**config.mk**
```make
export PLATFORM = sky130hd
export DESIGN_NAME = gp_pin_unit
export DESIGN_NICKNAME = d
export VERILOG_FILES = /design/src/gp_pkg.sv /design/src/gp_pin_unit.sv
export SDC_FILE = /design/constraint.sdc
export NUM_CORES = 1
export LEC_CHECK = 0
export ABC_AREA = 0
export BUFFER_PORTS_ARGS = -buffer_cell sky130_fd_sc_hd__buf_2
export CAP_MARGIN = 20
export CORE_MARGIN = 2
export CORE_UTILIZATION = 44
export DETAILED_ROUTE_END_ITERATION = 7
export HOLD_SLACK_MARGIN = 0.05
export PLACE_DENSITY = 0.87
export SLEW_MARGIN = 20
export SYNTH_ARGS = -nofsm -noshare
export SYNTH_HDL_FRONTEND = slang
export SYNTH_SLANG_ARGS = --single-unit
```
**constraint.sdc**
```tcl
create_clock -name clk -period 1.87 [get_ports clk]
set_input_delay 0.0935 -clock clk [delete_from_list [all_inputs] [get_ports clk]]
set_output_delay 0.0935 -clock clk [all_outputs]
set_load 0.03 [all_outputs]
```
**src/gp_pkg.sv**
```systemverilog
// Constants and carriers of the general pin configuration unit
package gp_pkg;
    // Register indices; byte address is four times the index
    localparam logic [15:0] CFG_INDEX = 16'h4043;
    localparam logic [15:0] LVL_INDEX = 16'h4044;
    localparam logic [29:0] CFG_WORD = {14'h0000, CFG_INDEX};
    localparam logic [29:0] LVL_WORD = {14'h0000, LVL_INDEX};
    localparam logic [15:0] CFG_RESET = 16'hA400;
    localparam logic [15:0] CFG_WMASK = 16'hFE8F;
    // Field positions
    localparam int DIR_POS = 15;
    localparam int PULL_POS = 13;
    localparam int EDGE_POS = 12;
    localparam int DOM_POS = 11;
    localparam int POL_POS = 10;
    localparam int OD_POS = 9;
    localparam int ENA_POS = 7;
    localparam int FN_POS = 0;
    // Pull codes
    localparam logic [1:0] PULL_NONE = 2'h0;
    localparam logic [1:0] PULL_DOWN = 2'h1;
    localparam logic [1:0] PULL_UP = 2'h2;
    // Bus answers
    localparam logic [1:0] RESP_OKAY = 2'h0;
    localparam logic [1:0] RESP_SLVERR = 2'h2;
    // Input function codes
    localparam logic [3:0] FI_GPIO_LONG = 4'h0;
    localparam logic [3:0] FI_GPIO = 4'h1;
    localparam logic [3:0] FI_PWR_ONOFF = 4'h2;
    localparam logic [3:0] FI_SLEEP_WAKE = 4'h3;
    localparam logic [3:0] FI_SLEEP_WAKE_LONG = 4'h4;
    localparam logic [3:0] FI_SLEEP = 4'h5;
    localparam logic [3:0] FI_PWR_ON = 4'h6;
    localparam logic [3:0] FI_WDOG = 4'h7;
    localparam logic [3:0] FI_VSCALE1 = 4'h8;
    localparam logic [3:0] FI_VSCALE2 = 4'h9;
    localparam logic [3:0] FI_HW_EN1 = 4'hA;
    localparam logic [3:0] FI_HW_EN2 = 4'hB;
    localparam logic [3:0] FI_HW_CTL1 = 4'hC;
    localparam logic [3:0] FI_HW_CTL2 = 4'hD;
    localparam logic [3:0] FI_HW_CTL1_LONG = 4'hE;
    localparam logic [3:0] FI_HW_CTL2_LONG = 4'hF;
    // Output function codes
    localparam logic [3:0] FO_LEVEL = 4'h0;
    localparam logic [3:0] FO_CLK_32K = 4'h1;
    localparam logic [3:0] FO_ON_STATE = 4'h2;
    localparam logic [3:0] FO_SLEEP_STATE = 4'h3;
    localparam logic [3:0] FO_STATE_CHANGE = 4'h4;
    localparam logic [3:0] FO_RSV_LO = 4'h5;
    localparam logic [3:0] FO_RSV_HI = 4'h7;
    localparam logic [3:0] FO_VSCALE_DONE1 = 4'h8;
    localparam logic [3:0] FO_VSCALE_DONE2 = 4'h9;
    localparam logic [3:0] FO_EXT_EN1 = 4'hA;
    localparam logic [3:0] FO_EXT_EN2 = 4'hB;
    localparam logic [3:0] FO_SYS_OK = 4'hC;
    localparam logic [3:0] FO_PWR_OK = 4'hD;
    localparam logic [3:0] FO_CLK_2M = 4'hE;
    localparam logic [3:0] FO_AUX_RST = 4'hF;

    typedef struct packed {
        logic dir;
        logic [1:0] pull;
        logic edge_both;
        logic dom;
        logic pol;
        logic od;
        logic rsv8;
        logic ena;
        logic [2:0] rsv4;
        logic [3:0] fn;
    } cfg_t;

    // Requests passed to the power state logic
    typedef struct packed {
        logic gpio_level;
        logic long_db;
        logic pwr_onoff;
        logic sleep_wake;
        logic sleep;
        logic pwr_on;
        logic wdog_kick;
        logic [1:0] vscale_sel;
        logic [1:0] hw_en;
        logic [1:0] hw_ctl;
    } req_t;

    // Internal sources for output functions
    typedef struct packed {
        logic clk_32k;
        logic on_state;
        logic sleep_state;
        logic state_change;
        logic [1:0] vscale_done;
        logic [1:0] ext_en;
        logic sys_ok;
        logic pwr_ok;
        logic clk_2m;
        logic aux_rst;
    } src_t;

    typedef struct packed {
        cfg_t cfg;
        logic out_lvl;
        logic sync1;
        logic sync2;
        logic prev;
        logic irq;
        logic pin_o;
        logic pin_oe_n;
        req_t req;
        logic aw_got;
        logic [31:0] awaddr;
        logic w_got;
        logic [31:0] wdata;
        logic [3:0] wstrb;
        logic bvalid;
        logic [1:0] bresp;
        logic rvalid;
        logic [31:0] rdata;
        logic [1:0] rresp;
    } st_t;

    localparam st_t ST_RESET = '{cfg: CFG_RESET, pin_oe_n: 1'b1, default: '0};
endpackage

```
**src/gp_pin_unit.sv**
```systemverilog
// General pin configuration and function select with AXI4-Lite slave
`timescale 1ns/100ps

// Function
// RQ1 - Pull field: none, down, up; resets down
// RQ2 - Single edge interrupt follows polarity setting
// RQ3 - Edge mode one: interrupt on both edges
// RQ4 - Supply bit selects host or power input
// RQ5 - Polarity one active high, zero inverts
// RQ6 - Open drain bit: CMOS or open drain
// RQ7 - Enable zero keeps pin tri-stated
// RQ8 - Direction picks list for function code
// RQ9 - Input codes 0,1: general input, debounce
// RQ10 - Input codes 2,5,6: power requests
// RQ11 - Input codes 3,4: sleep/wake request
// RQ12 - Input code 7: watchdog kick input
// RQ13 - Codes 8-11: voltage scaling, hardware enables
// RQ14 - Codes 12-15: hardware control inputs
// RQ15 - Output codes 0,1: level, slow clock
// RQ16 - Output codes 2-4: power state signals
// RQ17 - Output codes 8,9: voltage scaling done
// RQ18 - Output codes 10,11: external power enables
// RQ19 - Output codes 12,13: supply and power good
// RQ20 - Output codes 14,15: fast clock, reset
// RQ21 - Disabled pin: no interrupt, no request
// RQ22 - Reserved output codes drive inactive level
module gp_pin_unit (
    input wire logic clk,
    input wire logic rstn,
    input wire logic [31:0] awaddr,
    input wire logic awvalid,
    output logic awready,
    input wire logic [31:0] wdata,
    input wire logic [3:0] wstrb,
    input wire logic wvalid,
    output logic wready,
    output logic [1:0] bresp,
    output logic bvalid,
    input wire logic bready,
    input wire logic [31:0] araddr,
    input wire logic arvalid,
    output logic arready,
    output logic [31:0] rdata,
    output logic [1:0] rresp,
    output logic rvalid,
    input wire logic rready,
    input wire logic pin_i,
    output logic pin_o,
    output logic pin_oe_n,
    output logic pull_up_en,
    output logic pull_down_en,
    output logic supply_sel,
    input wire gp_pkg::src_t src,
    output gp_pkg::req_t req,
    output logic pin_irq
);

    gp_pkg::st_t st_ff;
    gp_pkg::st_t nxt_st;
    logic ena_w;
    logic dir_w;
    logic pol_w;
    logic od_w;
    logic edge_w;
    logic rise_w;
    logic fall_w;
    logic act_w;
    logic [3:0] fn_w;
    logic aw_hit;
    logic w_hit;

    ////////////////////////////////////////////////////////////////////////
    // Field views

    assign ena_w = st_ff.cfg.ena;
    assign dir_w = st_ff.cfg.dir;
    assign pol_w = st_ff.cfg.pol;
    assign od_w = st_ff.cfg.od;
    assign edge_w = st_ff.cfg.edge_both;
    assign fn_w = st_ff.cfg.fn;
    assign rise_w = st_ff.sync2 & ~st_ff.prev;
    assign fall_w = ~st_ff.sync2 & st_ff.prev;
    assign act_w = pol_w ? st_ff.sync2 : ~st_ff.sync2; // [RQ5]

    ////////////////////////////////////////////////////////////////////////
    // Outputs

    assign awready = ~st_ff.aw_got & ~st_ff.bvalid;
    assign wready = ~st_ff.w_got & ~st_ff.bvalid;
    assign arready = ~st_ff.rvalid;
    assign aw_hit = awvalid & awready;
    assign w_hit = wvalid & wready;
    assign bvalid = st_ff.bvalid;
    assign bresp = st_ff.bresp;
    assign rvalid = st_ff.rvalid;
    assign rdata = st_ff.rdata;
    assign rresp = st_ff.rresp;
    assign pin_o = st_ff.pin_o;
    assign pin_oe_n = st_ff.pin_oe_n;
    assign pin_irq = st_ff.irq;
    assign req = st_ff.req;
    assign pull_up_en = (st_ff.cfg.pull == gp_pkg::PULL_UP); // [RQ1]
    assign pull_down_en = (st_ff.cfg.pull == gp_pkg::PULL_DOWN); // [RQ1]
    assign supply_sel = st_ff.cfg.dom; // [RQ4]

    ////////////////////////////////////////////////////////////////////////
    // Next state

    always_comb begin
        logic lvl;
        logic drive;
        logic in_on;
        logic out_on;
        logic [31:0] wa;
        logic [31:0] wd;
        logic [3:0] ws;
        logic [15:0] m;
        lvl = 1'b0;
        drive = 1'b0;
        in_on = 1'b0;
        out_on = 1'b0;
        wa = 32'h0000_0000;
        wd = 32'h0000_0000;
        ws = 4'h0;
        m = 16'h0000;
        nxt_st = st_ff;

        // Pin synchroniser and edge history
        nxt_st.sync1 = pin_i;
        nxt_st.sync2 = st_ff.sync1;
        nxt_st.prev = st_ff.sync2;

        in_on = ena_w & dir_w; // [RQ8] [RQ21]
        out_on = ena_w & ~dir_w; // [RQ7] [RQ8]

        // Interrupt edge select
        if (!in_on) begin
            nxt_st.irq = 1'b0; // [RQ21]
        end else if (edge_w) begin
            nxt_st.irq = rise_w | fall_w; // [RQ3]
        end else begin
            nxt_st.irq = pol_w ? rise_w : fall_w; // [RQ2]
        end

        // Input functions
        nxt_st.req = '0;
        if (in_on) begin
            case (fn_w)
                gp_pkg::FI_GPIO_LONG: begin
                    nxt_st.req.gpio_level = act_w; // [RQ9]
                    nxt_st.req.long_db = 1'b1; // [RQ9]
                end
                gp_pkg::FI_GPIO: begin
                    nxt_st.req.gpio_level = act_w; // [RQ9]
                end
                gp_pkg::FI_PWR_ONOFF: begin
                    nxt_st.req.pwr_onoff = act_w; // [RQ10]
                end
                gp_pkg::FI_SLEEP_WAKE: begin
                    nxt_st.req.sleep_wake = act_w; // [RQ11]
                end
                gp_pkg::FI_SLEEP_WAKE_LONG: begin
                    nxt_st.req.sleep_wake = act_w; // [RQ11]
                    nxt_st.req.long_db = 1'b1; // [RQ11]
                end
                gp_pkg::FI_SLEEP: begin
                    nxt_st.req.sleep = act_w; // [RQ10]
                end
                gp_pkg::FI_PWR_ON: begin
                    nxt_st.req.pwr_on = act_w; // [RQ10]
                end
                gp_pkg::FI_WDOG: begin
                    nxt_st.req.wdog_kick = act_w; // [RQ12]
                end
                gp_pkg::FI_VSCALE1: begin
                    nxt_st.req.vscale_sel[0] = act_w; // [RQ13]
                end
                gp_pkg::FI_VSCALE2: begin
                    nxt_st.req.vscale_sel[1] = act_w; // [RQ13]
                end
                gp_pkg::FI_HW_EN1: begin
                    nxt_st.req.hw_en[0] = act_w; // [RQ13]
                end
                gp_pkg::FI_HW_EN2: begin
                    nxt_st.req.hw_en[1] = act_w; // [RQ13]
                end
                gp_pkg::FI_HW_CTL1: begin
                    nxt_st.req.hw_ctl[0] = act_w; // [RQ14]
                end
                gp_pkg::FI_HW_CTL2: begin
                    nxt_st.req.hw_ctl[1] = act_w; // [RQ14]
                end
                gp_pkg::FI_HW_CTL1_LONG: begin
                    nxt_st.req.hw_ctl[0] = act_w; // [RQ14]
                    nxt_st.req.long_db = 1'b1; // [RQ14]
                end
                gp_pkg::FI_HW_CTL2_LONG: begin
                    nxt_st.req.hw_ctl[1] = act_w; // [RQ14]
                    nxt_st.req.long_db = 1'b1; // [RQ14]
                end
                default: begin
                    nxt_st.req = '0;
                end
            endcase
        end

        // Output functions, active-high level before polarity
        case (fn_w)
            gp_pkg::FO_LEVEL: lvl = st_ff.out_lvl; // [RQ15]
            gp_pkg::FO_CLK_32K: lvl = src.clk_32k; // [RQ15]
            gp_pkg::FO_ON_STATE: lvl = src.on_state; // [RQ16]
            gp_pkg::FO_SLEEP_STATE: lvl = src.sleep_state; // [RQ16]
            gp_pkg::FO_STATE_CHANGE: lvl = src.state_change; // [RQ16]
            gp_pkg::FO_VSCALE_DONE1: lvl = src.vscale_done[0]; // [RQ17]
            gp_pkg::FO_VSCALE_DONE2: lvl = src.vscale_done[1]; // [RQ17]
            gp_pkg::FO_EXT_EN1: lvl = src.ext_en[0]; // [RQ18]
            gp_pkg::FO_EXT_EN2: lvl = src.ext_en[1]; // [RQ18]
            gp_pkg::FO_SYS_OK: lvl = src.sys_ok; // [RQ19]
            gp_pkg::FO_PWR_OK: lvl = src.pwr_ok; // [RQ19]
            gp_pkg::FO_CLK_2M: lvl = src.clk_2m; // [RQ20]
            gp_pkg::FO_AUX_RST: lvl = src.aux_rst; // [RQ20]
            default: lvl = 1'b0; // [RQ22]
        endcase
        drive = pol_w ? lvl : ~lvl; // [RQ5] [RQ22]

        // Pad drive: open drain only sinks
        if (!out_on) begin
            nxt_st.pin_oe_n = 1'b1; // [RQ7]
            nxt_st.pin_o = 1'b0;
        end else if (od_w) begin
            nxt_st.pin_oe_n = drive; // [RQ6]
            nxt_st.pin_o = 1'b0; // [RQ6]
        end else begin
            nxt_st.pin_oe_n = 1'b0; // [RQ6]
            nxt_st.pin_o = drive;
        end

        // Write channel capture
        if (aw_hit) begin
            nxt_st.aw_got = 1'b1;
            nxt_st.awaddr = awaddr;
        end
        if (w_hit) begin
            nxt_st.w_got = 1'b1;
            nxt_st.wdata = wdata;
            nxt_st.wstrb = wstrb;
        end
        if (st_ff.bvalid && bready) begin
            nxt_st.bvalid = 1'b0;
        end
        wa = st_ff.aw_got ? st_ff.awaddr : awaddr;
        wd = st_ff.w_got ? st_ff.wdata : wdata;
        ws = st_ff.w_got ? st_ff.wstrb : wstrb;
        m = {{8{ws[1]}}, {8{ws[0]}}} & gp_pkg::CFG_WMASK;

        // Write when both address and data are in
        if ((st_ff.aw_got || aw_hit) && (st_ff.w_got || w_hit)) begin
            nxt_st.aw_got = 1'b0;
            nxt_st.w_got = 1'b0;
            nxt_st.bvalid = 1'b1;
            nxt_st.bresp = gp_pkg::RESP_OKAY;
            if (wa[31:2] == gp_pkg::CFG_WORD) begin
                nxt_st.cfg = gp_pkg::cfg_t'((st_ff.cfg & ~m) | (wd[15:0] & m));
            end else if (wa[31:2] == gp_pkg::LVL_WORD) begin
                if (ws[0]) begin
                    nxt_st.out_lvl = wd[0];
                end
            end else begin
                nxt_st.bresp = gp_pkg::RESP_SLVERR;
            end
        end

        // Read channel
        if (st_ff.rvalid && rready) begin
            nxt_st.rvalid = 1'b0;
        end
        if (arvalid && arready) begin
            nxt_st.rvalid = 1'b1;
            nxt_st.rresp = gp_pkg::RESP_OKAY;
            if (araddr[31:2] == gp_pkg::CFG_WORD) begin
                nxt_st.rdata = {16'h0000, st_ff.cfg & gp_pkg::CFG_WMASK};
            end else if (araddr[31:2] == gp_pkg::LVL_WORD) begin
                nxt_st.rdata = {30'h0000_0000, st_ff.sync2, st_ff.out_lvl};
            end else begin
                nxt_st.rdata = 32'h0000_0000;
                nxt_st.rresp = gp_pkg::RESP_SLVERR;
            end
        end
    end

    always_ff @(posedge clk or negedge rstn) begin
        if (!rstn) begin
            st_ff <= gp_pkg::ST_RESET; // [RQ1] [RQ4] [RQ7] [RQ8]
        end else begin
            st_ff <= nxt_st;
        end
    end
endmodule // gp_pin_unit

```
Word level (Yosys, flattened, before mapping)
Index checks and enable logic that the tools add are counted.

Bits in registers: 144. Input port bits: 120. Output and inout bits: 60.

Equal/unequal tests: 21. Muxes and demuxes: 39. Bitwise logic cells: 22. Reductions and logical operators: 18.

Operators by type and width (number): $eq 30x15->1 const B (4); $mux 32 (2); $mux 37 (1); $mux 35 (1); $mux 33 (1); $and 16x16->16 (2); $eq 4x4->1 const B (8); $mux 1 (22); $eq 4x3->1 const B (4); $mux 16 (1); $mux 2 (8); $not 16->16 (1); $or 16x16->16 (1); $mux 13 (1); $pmux 1 s13 (1); $not 1->1 (9); $and 1x1->1 (8); $eq 4x2->1 const B (2); $reduce_bool 2->1 (4); $reduce_or 2->1 (4); $eq 4x1->1 const B (1); $logic_and 1x1->1 (4); $logic_not 4->1 (1); $reduce_and 4->1 (1); 7 further kinds (8).

Logic depth before layout (Yosys ltp)
Depth after elaboration: 6. Mapped depth: 7. Mapped depth without buffers: 5.

Worst setup path before layout
OpenSTA, ideal clock, no wires.

Kind: flip-flop to flip-flop. Start point: reg st_ff[74] (netlist name). End point: reg st_ff[44] (netlist name). Library setup time: 125 ps. Arrival: 2096 ps. Path slack: -351 ps. Cell stages (with the launch flop): 7. Cell sequence: dfrtp_1 > clkbuf_1 > nor2_1 > and2_1 > clkbuf_1 > clkbuf_1 > mux2_2.

Word-level cells in the longest chain between the ends: 3.

Ends and longest elaborated chain: from (decl) (line gp_pin_unit.sv:58) `gp_pkg::st_t st_ff;`; from (signal assigned) (line gp_pin_unit.sv:293) `st_ff <= gp_pkg::ST_RESET;`; from (signal assigned) (line gp_pin_unit.sv:295) `st_ff <= nxt_st;`; $not 1->1 (line gp_pin_unit.sv:89) `assign wready = ~st_ff.w_got & ~st_ff.bvalid;`; $and 1x1->1 (line gp_pin_unit.sv:89); via wready (line gp_pin_unit.sv:36) `output logic wready,`; $and 1x1->1 (line gp_pin_unit.sv:92) `assign w_hit = wvalid & wready;`.

The timed path passes the listed nets, and every way through them passes these cells. A chain may end at the register's enable or synchronous reset.

==> out/qor.csv <==
stage;metric;value;unit
worst_setup_path;critical path peak fanout;7;
sta;final setup fails;13;
clock_tree;CTS buffer count;9;
pwr;Net Sw Frac;0.326;
sta;crit path time final;2.12;ns
logic_synthesis;sequential share of the synthesized area;0.513;
sta;Layout Skew;0.0118;ns
grt;gr ovfl total;0;
floorplanning;Cell Rows;37;
pwr;internal power;4.17;mW
logic_synthesis;Gate Count Post-Synth;382;
floorplanning;Ports;180;
clock_tree;worst skew pair latency;0.36;ns
detailed_routing;WL per Instance;15.8;um
min_path;HP Class;primary input to flip-flop;
worst_setup_path;crit-path cells;nor4_2 -> nand4b_1 -> a2111oi_4 -> buf_4 -> nand4_4 -> mux2_4;
detailed_routing;1st-pass router iterations;5;
floorplanning;Die X;106;um
min_path;Hold Crit Endpoint;rdata[1];
pwr;Clk pwr share;0.217;
floorplanning;Die Ht;106;um
worst_setup_path;Reg2Reg Setup Slack;-0.25;ns
pwr;sw power;2.02;mW
worst_setup_path;Setup Crit Path Kind;flip-flop to flip-flop;
worst_setup_path;CP arrival;2.38;ns
placed_design;port bufs;131;
worst_setup_path;CP peak stage delay;0.41;ns
sta;Setup TNS Final;-2.71;ns
detailed_routing;routed wire length;11200;um
clock_tree;clk sinks;94;
clock_tree;Max Buffers Root-to-Sink;2;
pwr;VDD IR-drop max;0.884;mV
logic_synthesis;cell taking the most area after synthesis;dfrtp_1;
status;failing checks;setup timing;
logic_synthesis;Yosys warning total;0;
logic_synthesis;post-synthesis register bit count;94;
worst_setup_path;startpoint class of the critical path;flip-flop;
floorplanning;Starting Density;0.449;
clock_tree;Clock transition at path regs;0.11;ns
logic_synthesis;Post-Syn Area;4600;um2
sta;crit share post-route;1.13;
pwr;Pleak;2.93;nW
grt;gr usage total;0.199;
logic_synthesis;Avg Inst Size Synth;12.0;um2
detailed_routing;Routed Antenna Nets;0;
final_layout;Synth-to-Final Area Change;33.2;%
pwr;Flop pwr share;0.465;
detailed_routing;drt initial violations;94;
run;Max Cap Viol;0;
sta;Hold Vio Cnt, Final;0;
sta;min setup slack post-route;-0.248;ns
sta;f_max;0.472;GHz
pwr;Logic pwr share;0.317;
clock_tree;Root Buffer;clkbuf_8;
final_layout;final cell count without fillers;706;
final_layout;layout cells sized above 1;0.489;
logic_synthesis;Synth async-reset ratio;1.00;
worst_setup_path;CP Capture Type;flip-flop;
logic_synthesis;area share of the largest cell type after synthesis;0.490;
detailed_routing;via count;3568;
placed_design;pre-CTS setup slack;-0.231;ns
min_path;Hold Crit Start;arvalid;
placed_design;routability-driven placement congestion ratio;0.869;
worst_setup_path;worst reg2reg path depth;6;
grt;wire length of the first global-routing pass;17800;um
sta;RSZ-0062 raised after global routing;true;
final_layout;nets@finish;686;
floorplanning;die area;11300;um2
min_path;Hold Path Depth;4;
worst_setup_path;RR Startpoint;st_ff[87];
logic_synthesis;Post-synth EDFFs;0;
detailed_routing;drc violations;0;
final_layout;commonest non-fill, non-tap cell in the layout;buf_2;
clock_tree;CTS tree;built;
logic_synthesis;Synth area leaders;dfrtp_1, mux2_2, buf_4, dfstp_2, a22o_1;
grt;number of global-route vias before repair;3762;
grt;initial antenna violation count;1;
logic_synthesis;post-synthesis cell type count;46;
placed_design;dpl hpwl;8250;um
worst_setup_path;critical path required time;2.13;ns
grt;largest net degree at the start of global routing;44;
worst_setup_path;Crit-path slowest cell;dfrtp_1;
final_layout;most frequent cells in the layout;buf_2, dfrtp_1, mux2_2;
pwr;PwrDens;1010;nW/um2
floorplanning;Core Footprint;10200;um2
detailed_routing;drt via density;5.05;
sta;max-slew violations;0;
clock_tree;level count of the clock H-tree;3;
placed_design;Placed Instances;636;
logic_synthesis;Post-synth top flop;dfrtp_1;
status;status;finished with violations;
-- cell usage after synthesis, drive strengths merged, types with 2 or more instances --
master,count
nand3b,3
nand3,2
a21oi,7
and2,3
clkbuf,17
nor3b,3
a211oi,3
and3b,2
nor2b,5
nor2,16
buf,51
ha,2
o21ai,3
dfrtp,90
nand4,6
a31oi,3
mux2i,3
nor4b,7
nand2,14
nand4b,4
nor3,12
a22o,10
a32oi,2
nand2b,4
inv,4
mux2,72
dfstp,4
nor4,14
or3,3
-- critical path: cells and delay by family (launching register included) --
family / cells / cell delay (ns)
compound gates: 1 / 0.34
mux: 1 / 0.34
flops: 1 / 0.41
buf+inv: 1 / 0.21
simple gates: 3 / 0.70
-- power by group through the flow --
stage	clock, mW	combinational [mW]	sequential, mW
2_1_floorplan	0	1.35	2.83
3_3_place_gp	0	1.78	2.84
3_5_place_dp	0	1.86	2.90
4_1_cts	1.38	1.95	2.87
5_1_grt	1.45	2.13	2.94
6_report	1.34	1.96	2.88
-- worst max-delay path by stage --
stage / endpoint / cells past startpoint / startpoint / slack [ns]
3_5_place_dp: flip-flop / 6 / st_ff[80] / -0.23
6_report: flip-flop / 6 / st_ff[87] / -0.25
2_1_floorplan: flip-flop / 6 / st_ff[107] / -0.09
5_1_grt: flip-flop / 6 / st_ff[87] / -0.32
3_3_place_gp: flip-flop / 6 / st_ff[87] / -0.13
4_1_cts: flip-flop / 6 / st_ff[87] / -0.18
-- logic make-up after synthesis --
| group | share of synthesized area |
|---|---|
| AO/OA/AOI/OAI | 0.0553 |
| XOR/XNOR | 0.00191 |
| multiplexers | 0.188 |
| buffers and inverters | 0.100 |
| flip-flops | 0.513 |
| adder cells (fa/ha/maj) | 0.00544 |
| AND/OR/NAND/NOR | 0.135 |
| other | 0.000816 |
-- per-stage QoR --
step / area [um2] / hold slack (ns) / power (mW) / utilization
6_report: 6120 / 0.149 / 6.19 / 0.599
5_1_grt: 6120 / 0.153 / 6.52 / 0.599
4_1_cts: 6070 / 0.128 / 6.20 / 0.594
3_5_place_dp: 5360 / 0.0527 / 4.76 / 0.524
3_3_place_gp: 5360 / 0.0467 / 4.61 / 0.524
2_1_floorplan: 4700 / -0.202 / 4.18 / -
-- cell type report --
class                      instances  area [um2]
inverter                           4        15.0
clock buffer                       9         124
tap                              136         170
multi-input combinational        237        1930
sequential                        94        2360
fill                             809        4110
clock inverter                     7        77.6
timing repair buffer             218        1450
antenna                            1        2.50
-- routing by layer --
layer | vias to the layer above | track usage | wire length [um]
li1 | 1678 | - | -
met1 | 1720 | 0.227 | 4430
met2 | 151 | 0.371 | 5830
met3 | 19 | 0.0435 | 720
met4 | 0 | 0.0602 | 193
met5 | - | 0 | 0
-- what timing repair did --
action / in CTS / in global routing
setup buffers: 1 / 4
gates resized for setup: 6 / 7
endpoints found under the setup margin: 15 / 15
hold buffers: 48 / 0
endpoints found under the hold margin: 116 / 0
pin swaps: 2 / 5
(Power assumes the default switching activity.)
